`src/pkg/afh_pkg.sv`:
```
// Constants, types and register map of the amplifier fault handler
package afh_pkg;
    localparam int unsigned CLK_HZ        = 25_000_000;
    localparam int unsigned DC_TIME_MS    = 420;
    localparam int unsigned DC_HOLD_CYC   = DC_TIME_MS * (CLK_HZ / 1000);
    localparam int unsigned REC_TIME_MS   = 100;
    localparam int unsigned REC_CYC       = REC_TIME_MS * (CLK_HZ / 1000);
    localparam int unsigned CNT_W         = 28;
    localparam int unsigned DUTY_WIN      = 250;
    localparam int unsigned DUTY_PCT      = 60;
    localparam int unsigned DUTY_THR      = DUTY_WIN * DUTY_PCT / 100;
    localparam int unsigned WIN_W         = 8;
    localparam int unsigned NCH           = 2;

    // Register byte offsets
    localparam logic [7:0] REG_CTRL       = 8'h00;
    localparam logic [7:0] REG_STATUS     = 8'h04;
    localparam logic [7:0] REG_IRQ_STAT   = 8'h08;
    localparam logic [7:0] REG_IRQ_MASK   = 8'h0C;

    // Control fields
    localparam int unsigned CTRL_SD_BIT   = 0;
    localparam int unsigned CTRL_PARALLEL_BRIDGE_MODE_BIT = 1;
    localparam int unsigned CTRL_FREQ_BIT = 2;
    localparam int unsigned CTRL_GAIN_LSB = 4;
    localparam logic [5:0]  CTRL_RESET    = 6'h01;
    localparam logic [5:0]  CTRL_MASK     = 6'h37;

    // Status fields above the six error bits
    localparam int unsigned STAT_LATCH_BIT = 8;
    localparam int unsigned STAT_FAULT_BIT = 9;
    localparam int unsigned STAT_HW_BIT    = 10;
    localparam int unsigned STAT_RUN_BIT   = 11;

    // Error bit positions, shared by status, irq status and mask
    localparam int unsigned ERR_OV  = 0;
    localparam int unsigned ERR_UV  = 1;
    localparam int unsigned ERR_CLK = 2;
    localparam int unsigned ERR_OC  = 3;
    localparam int unsigned ERR_DC  = 4;
    localparam int unsigned ERR_OT  = 5;
    localparam int unsigned NERR    = 6;

    typedef enum logic [1:0] {
        ST_RUN   = 2'b00,
        ST_LATCH = 2'b01
    } afh_state_t;

    // Raw detections from the protection comparators
    typedef struct packed {
        logic overtemp_hyst;
        logic overtemp_error;
        logic overcurrent_error;
        logic clk_stopped;
        logic clk_rate_bad;
        logic clk_ratio_bad;
        logic undervoltage_error;
        logic overvoltage_error;
    } afh_det_t;

    // Static configuration pins
    typedef struct packed {
        logic       parallel_bridge_mode;
        logic       freq_half;
        logic [1:0] gain;
    } afh_cfg_t;
endpackage : afh_pkg

```
`src/logic/afh_fault_handler.sv`:
```
// Fault classification, recovery and notification for the amplifier
`timescale 1ns/10ps
`default_nettype none
module afh_fault_handler
    import afh_pkg::*;
#(
    parameter int unsigned DC_HOLD  = DC_HOLD_CYC,
    parameter int unsigned REC_HOLD = REC_CYC
) (
    input  wire logic             clk_sys,              // System clock
    input  wire logic             sys_rst,              // Sync reset
    input  wire logic [7:0]       wb_adr_i,             // Byte address
    input  wire logic [31:0]      wb_dat_i,             // Write data
    input  wire logic [3:0]       wb_sel_i,             // Byte enables
    input  wire logic             wb_we_i,              // Write strobe
    input  wire logic             wb_cyc_i,             // Cycle
    input  wire logic             wb_stb_i,             // Strobe
    output logic [31:0]           wb_dat_o,             // Read data
    output logic                  wb_ack_o,             // Acknowledge
    input  wire afh_det_t         det_i,                // Comparator flags
    input  wire logic [NCH-1:0]   pwm_p_i,              // Positive PWM
    input  wire logic [NCH-1:0]   pwm_m_i,              // Negative PWM
    input  wire logic             amp_shutdown_n_i,     // Shutdown pin
    input  wire logic             hw_mode_i,            // Hardware mode pin
    input  wire afh_cfg_t         cfg_pins_i,           // Static pins
    output logic                  amp_fault_n_o,        // Fault pin out
    output logic                  amp_fault_n_oe,       // Fault pin enable
    output logic                  amp_run_o,            // Playback enable
    output afh_cfg_t              cfg_o,                // Active config
    output logic                  irq_o                 // Interrupt
);
    localparam int unsigned SYN_W = $bits(afh_det_t) + 2 * NCH + 2
                                    + $bits(afh_cfg_t);

    // Two-stage synchroniser for every pin input
    logic [SYN_W-1:0] syn1_reg;
    logic [SYN_W-1:0] syn2_reg;
    always_ff @(posedge clk_sys) begin
        if (sys_rst) begin
            syn1_reg <= '0;
            syn2_reg <= '0;
        end else begin
            syn1_reg <= {det_i, pwm_p_i, pwm_m_i, amp_shutdown_n_i,
                         hw_mode_i, cfg_pins_i};
            syn2_reg <= syn1_reg;
        end
    end

    afh_det_t         det;
    logic [NCH-1:0]   pwm_p;
    logic [NCH-1:0]   pwm_m;
    logic             sd_pin_n;
    logic             hw_mode;
    afh_cfg_t         cfg_pins;
    assign {det, pwm_p, pwm_m, sd_pin_n, hw_mode, cfg_pins} = syn2_reg;

    // Register state
    logic [5:0]       ctrl_reg;
    logic [NERR-1:0]  irq_stat_reg;
    logic [NERR-1:0]  irq_mask_reg;
    logic [NERR-1:0]  err_d_reg;
    afh_state_t       state_reg;
    logic [CNT_W-1:0] rec_cnt_reg;
    logic             saw_low_reg;
    logic             sd_d_reg;

    // DC detect: per-channel window duty measure and polarity hold timer
    logic [NCH-1:0]   dc_hit;
    logic [WIN_W-1:0] win_cnt_reg;
    logic             win_end;
    assign win_end = (win_cnt_reg == WIN_W'(DUTY_WIN - 1));

    always_ff @(posedge clk_sys) begin
        if (sys_rst) begin
            win_cnt_reg <= '0;
        end else if (win_end) begin
            win_cnt_reg <= '0;
        end else begin
            win_cnt_reg <= win_cnt_reg + WIN_W'(1);
        end
    end

    genvar ch;
    generate
        for (ch = 0; ch < NCH; ch++) begin : g_dc
            logic [WIN_W-1:0] pos_cnt_reg;
            logic [WIN_W-1:0] neg_cnt_reg;
            logic [1:0]       pol_reg;
            logic [1:0]       pol_now;
            logic [CNT_W-1:0] hold_reg;
            logic             pos_on;
            logic             neg_on;
            assign pos_on  = pwm_p[ch] & ~pwm_m[ch];
            assign neg_on  = pwm_m[ch] & ~pwm_p[ch];
            assign pol_now = {neg_cnt_reg > WIN_W'(DUTY_THR),
                              pos_cnt_reg > WIN_W'(DUTY_THR)};
            assign dc_hit[ch] = (hold_reg > CNT_W'(DC_HOLD));

            always_ff @(posedge clk_sys) begin
                if (sys_rst || win_end) begin
                    pos_cnt_reg <= '0;
                    neg_cnt_reg <= '0;
                end else begin
                    pos_cnt_reg <= pos_cnt_reg + WIN_W'(pos_on);
                    neg_cnt_reg <= neg_cnt_reg + WIN_W'(neg_on);
                end
            end

            always_ff @(posedge clk_sys) begin
                if (sys_rst) begin
                    pol_reg  <= '0;
                    hold_reg <= '0;
                end else if (win_end) begin
                    pol_reg <= pol_now;
                    if (pol_now != 2'h0 && pol_now == pol_reg) begin
                        if (!dc_hit[ch]) begin
                            hold_reg <= hold_reg + CNT_W'(DUTY_WIN);
                        end
                    end else begin
                        hold_reg <= '0;
                    end
                end
            end
        end
    endgenerate

    // Error classification
    logic [NERR-1:0] err;
    logic            clk_err;
    logic            latch_err;
    logic            sd_n;
    logic            sd_rise;
    logic            rec_done;
    logic            latch_clear_ok;
    assign clk_err = det.clk_ratio_bad | det.clk_rate_bad
                     | det.clk_stopped;
    always_comb begin
        err          = '0;
        err[ERR_OV]  = det.overvoltage_error;
        err[ERR_UV]  = det.undervoltage_error;
        err[ERR_CLK] = clk_err;
        err[ERR_OC]  = det.overcurrent_error;
        err[ERR_DC]  = |dc_hit;
        err[ERR_OT]  = det.overtemp_error;
    end
    assign latch_err = err[ERR_OC] | err[ERR_DC] | err[ERR_OT];
    // Software bit only counts outside hardware mode
    assign sd_n = sd_pin_n & (hw_mode | ctrl_reg[CTRL_SD_BIT]);
    assign sd_rise  = sd_n & ~sd_d_reg;
    assign rec_done = (rec_cnt_reg >= CNT_W'(REC_HOLD));
    assign latch_clear_ok = rec_done & saw_low_reg & ~err[ERR_OC]
                            & ~err[ERR_DC] & ~det.overtemp_hyst;

    always_ff @(posedge clk_sys) begin
        if (sys_rst) begin
            sd_d_reg <= 1'b0;
        end else begin
            sd_d_reg <= sd_n;
        end
    end

    // Latching fault state machine
    always_ff @(posedge clk_sys) begin
        if (sys_rst) begin
            state_reg   <= ST_RUN;
            rec_cnt_reg <= '0;
            saw_low_reg <= 1'b0;
        end else begin
            unique case (state_reg)
                ST_RUN: begin
                    rec_cnt_reg <= '0;
                    saw_low_reg <= 1'b0;
                    if (sd_n && latch_err) begin
                        state_reg <= ST_LATCH;
                    end
                end
                ST_LATCH: begin
                    if (!rec_done) begin
                        rec_cnt_reg <= rec_cnt_reg + CNT_W'(1);
                    end
                    if (!sd_n && rec_done) begin
                        saw_low_reg <= 1'b1;
                    end
                    if (sd_rise) begin
                        if (latch_clear_ok) begin
                            state_reg <= ST_RUN;
                        end else begin
                            rec_cnt_reg <= '0;
                            saw_low_reg <= 1'b0;
                        end
                    end
                end
            endcase
        end
    end

    // Fault pin and playback enable
    always_ff @(posedge clk_sys) begin
        if (sys_rst) begin
            amp_fault_n_o  <= 1'b0;
            amp_fault_n_oe <= 1'b0;
            amp_run_o      <= 1'b0;
        end else begin
            amp_fault_n_o  <= 1'b0;
            // Released once recovery elapsed and shutdown went low
            amp_fault_n_oe <= clk_err
                | (state_reg == ST_LATCH && !(rec_done && saw_low_reg))
                | (state_reg == ST_RUN && sd_n && latch_err);
            amp_run_o      <= sd_n & (state_reg == ST_RUN) & ~latch_err
                & ~err[ERR_OV] & ~err[ERR_UV] & ~clk_err;
        end
    end

    // Configuration: pins in hardware mode, register otherwise
    always_ff @(posedge clk_sys) begin
        if (sys_rst) begin
            cfg_o <= '0;
        end else if (hw_mode) begin
            cfg_o <= cfg_pins;
        end else begin
            cfg_o.parallel_bridge_mode <= ctrl_reg[CTRL_PARALLEL_BRIDGE_MODE_BIT];
            cfg_o.freq_half            <= ctrl_reg[CTRL_FREQ_BIT];
            cfg_o.gain <= ctrl_reg[CTRL_GAIN_LSB +: 2];
        end
    end

    // Wishbone slave: ack one cycle after strobe
    logic wb_req;
    logic wb_wr;
    assign wb_req = wb_cyc_i & wb_stb_i & ~wb_ack_o;
    assign wb_wr  = wb_req & wb_we_i & wb_sel_i[0];

    always_ff @(posedge clk_sys) begin
        if (sys_rst) begin
            wb_ack_o <= 1'b0;
            wb_dat_o <= '0;
        end else begin
            wb_ack_o <= wb_req;
            wb_dat_o <= '0;
            if (wb_req && !wb_we_i) begin
                unique case (wb_adr_i)
                    REG_CTRL:     wb_dat_o <= 32'(ctrl_reg);
                    REG_STATUS:   wb_dat_o <= 32'({sd_n & ~latch_err,
                                     hw_mode, amp_fault_n_oe,
                                     state_reg == ST_LATCH, 2'h0, err});
                    REG_IRQ_STAT: wb_dat_o <= 32'(irq_stat_reg);
                    REG_IRQ_MASK: wb_dat_o <= 32'(irq_mask_reg);
                    default:      wb_dat_o <= '0;
                endcase
            end
        end
    end

    always_ff @(posedge clk_sys) begin
        if (sys_rst) begin
            ctrl_reg     <= CTRL_RESET;
            irq_mask_reg <= '0;
        end else if (wb_wr) begin
            if (wb_adr_i == REG_CTRL) begin
                ctrl_reg <= wb_dat_i[5:0] & CTRL_MASK;
            end
            if (wb_adr_i == REG_IRQ_MASK) begin
                irq_mask_reg <= wb_dat_i[NERR-1:0];
            end
        end
    end

    // Sticky event bits, set wins over write-one-to-clear
    logic [NERR-1:0] irq_clr;
    assign irq_clr = (wb_wr && wb_adr_i == REG_IRQ_STAT)
                     ? wb_dat_i[NERR-1:0] : '0;
    always_ff @(posedge clk_sys) begin
        if (sys_rst) begin
            err_d_reg    <= '0;
            irq_stat_reg <= '0;
            irq_o        <= 1'b0;
        end else begin
            err_d_reg    <= err;
            irq_stat_reg <= (irq_stat_reg & ~irq_clr) | (err & ~err_d_reg);
            irq_o        <= |(((irq_stat_reg & ~irq_clr)
                               | (err & ~err_d_reg)) & irq_mask_reg);
        end
    end
endmodule : afh_fault_handler
`default_nettype wire

```
`config.mk`:
```
export PLATFORM = sky130hd
export DESIGN_NAME = afh_fault_handler
export DESIGN_NICKNAME = d
export VERILOG_FILES = /design/src/pkg/afh_pkg.sv /design/src/logic/afh_fault_handler.sv
export SDC_FILE = /design/constraint.sdc
export NUM_CORES = 1
export LEC_CHECK = 0
export BUFFER_PORTS_ARGS = -buffer_cell sky130_fd_sc_hd__buf_2
export CAP_MARGIN = 20
export CORE_MARGIN = 2
export CORE_UTILIZATION = 45
export DETAILED_ROUTE_END_ITERATION = 7
export GPL_ROUTABILITY_DRIVEN = 0
export PLACE_DENSITY = 0.73
export SLEW_MARGIN = 15
export SYNTH_ARGS = -nofsm -noshare
export SYNTH_HDL_FRONTEND = slang
export SYNTH_SLANG_ARGS = --single-unit
```
`constraint.sdc`:
```
create_clock -name clk_sys -period 2.65 [get_ports clk_sys]
set_input_delay 0.1325 -clock clk_sys [delete_from_list [all_inputs] [get_ports clk_sys]]
set_output_delay 0.1325 -clock clk_sys [all_outputs]
set_load 0.01 [all_outputs]
```
==> reports/results.ini <==
[place]
post-dp-hpwl_mm = 12.38
place_area_um2 = 9423
port_buffers = 55
dp_slack_ns = 0.07320

[clock_network]
cts_tree = yes
clk_latency_ns = 0.49
clkTransAtPathRegs_ns = 0.06
clk_path_buf_depth = 3
ctsHtreeMaxLevel = 1
cts_sinks = 206
cts_buffers = 21
cts-root-buf = clkbuf_16

[layout]
final_layout_size_suffix_gt1_frac = 0.1267
fin_nets = 1161
final_common_cell = dfxtp_1
fin_area_um2 = 10360
areaGrowthSynthToFinish_pct = 17.12
largest_reg_flops = 54
n_antenna_cell = 0
final_cell_mix = dfxtp_1, nor2_1, a21oi_1

[route]
ant_nets = 0
firstDrtPassIters = 5
drtIter0Drc = 394
totalWireLength_mm = 18.45
drc = 0
num_vias = 7189
wl_per_cell_um = 13.63
via_per_inst = 5.309

[worst_setup_path]
path_max_fanout = 29
rrSetupSlack_ns = 0.14
end_kind = flop
critPathMaxStageDelay_ns = 0.56
worstSetupPathType = reg -> reg
slowest_stage = or4_1
required_ns = 3.03
cp-start-kind = flop
cp_cell_sequence = or4_1 > or3_4 > o221a_2 > o21a_2 > a41oi_2 > buf_12 > a21oi_1
crit_arrival_ns = 2.89

[die]
std_cell_rows = 51
start_util = 0.4558
die-area_um2 = 20790
die_x_um = 144.2
ios = 108
die_h_um = 144.2
core-area_um2 = 19400

[sta]
finalSetupViolations = 0
post-route-min-period_ns = 2.511
fmax_mhz = 398.3
drv_slew = 0
tightest_slew_ns = 0.7211
fin_crit_sh = 0.9474
setup_tns_ns = 0
skew_ns = 0.008055
grt_setup_unrepaired = no
max_slew_margin = 0.5192
setup_ws_ns = 0.1394
hold_violations = 0

[yosys]
syn_inst = 990
ys_warn_count = 0
synth_cell_types = 68
ys_ff_latch = 206
synth_ff_type = dfxtp_1
ys_top_cells_by_area = dfxtp_1, nor2_1, a21oi_1
synthArstFlopShare = 0
yosysTopAreaCell = dfxtp_1
synth_top_area_share = 0.4664
synth_edf_count = 0
seq_area_frac_synth = 0.4664
netlist_area_um2 = 8842
synth.avg_cell_area_um2 = 8.932

[global_routing]
antenna_found_initial = 0
grt_pass1_vias = 6711
grt_pass1_wl_mm = 31.06
grt-ovfl-total = 0
grt_max_degree = 72
gr-usage-all-layers = 0.1794

[pwr]
irDropWorstVdd_mv = 0.5189
p_leak_nw = 3.844
power_density_nw_per_um2 = 607.5

[hold_path]
hp-class = in -> reg

[flow_run]
cap_violations = 0

[outcome]
status = completed

## cell families (layout without fill, tap and decap cells)
family	after synthesis	in the layout	synth area share
multiplexers	25	25	0.03467
adder cells (fa/ha/maj)	14	14	0.01981
XOR/XNOR	40	40	0.03962
AO/OA/AOI/OAI	176	176	0.1261
other	1	23	0.0004241
flip-flops	206	206	0.4664
AND/OR/NAND/NOR	436	436	0.2626
buffers and inverters	92	169	0.05038
## worst paths after layout
kind,start,to,cells past startpoint
worst max-delay path,g_dc[0].hold_reg[14],rec_cnt_reg[17],7
worst min-delay path,wb_adr_i[3],wb_dat_o[4],3
worst max register to register,g_dc[0].hold_reg[14],rec_cnt_reg[17],7
worst min register to register,rec_cnt_reg[26],rec_cnt_reg[26],2
## cells in the mapped netlist (all sizes together), types with 4 or more instances
master and instances:
o2111ai 4, o21a 9, dfxtp 206, nand4 20, and4 4, and3 21
nand2 65, nor4 21, mux4 4, o31ai 11, xor2 18, nor3 12
mux2i 16, nand3 40, a31oi 5, o211ai 4, nor2b 53, inv 29
clkbuf 32, ha 14, a211o 5, or3 40, or4 21, xnor2 22
o21ai 41, nor2 112, mux2 5, a211oi 5, buf 31, and2 11
a21oi 67
## layer usage
layer  track usage  up-vias  part of all wire
li1              -     3633                 -
met3       0.02815       45             0.044
met2        0.3130      137              0.48
met4       0.04957        0             0.026
met1        0.2311     3374              0.45
met5             0        -                 0
## power breakdown
| part | switching (mW) | internal [mW] |
|---|---|---|
| clock | 1.16 | 1.74 |
| combinational | 0.123 | 0.102 |
| sequential | 0.0211 | 3.14 |
## area by class of cell
cell class / instances / area [um^2]
clock buffer: 26 / 584.3
clock inverter: 6 / 83.83
fill: 1798 / 9042
inverter: 29 / 108.9
multi-input combinational: 714 / 4360
sequential: 206 / 4124
tap: 265 / 331.6
timing repair buffer: 108 / 763.2
## critical path: cells and delay by family (launching register included)
kind,cells,cell delay (ns)
AOI/OAI and AO/OA,4,0.86
buffers and inverters,1,0.21
DFF,1,0.34
and+or+nand+nor,2,0.97
## stage by stage
stage | total power, mW | std cells | hold slack [ns] | util
CTS | 6.341 | 1354 | 0.03031 | 0.5336
floorplan | 3.375 | 1012 | 0.2607 | -
detailed placement | 3.423 | 1296 | 0.3441 | 0.4857
global route | 6.506 | 1354 | 0.05475 | 0.5339
global placement | 3.419 | 1296 | 0.3414 | 0.4857
finish | 6.291 | 1354 | 0.03620 | 0.5339
## timing repair
item                                    in CTS  in global routing
hold endpoints to repair                    32                  0
buffers inserted                             0                  0
hold buffers                                26                  0
resized for setup                            0                  1
endpoints found under the setup margin       0                 34
No activity file was read; power rests on OpenSTA's default activity.
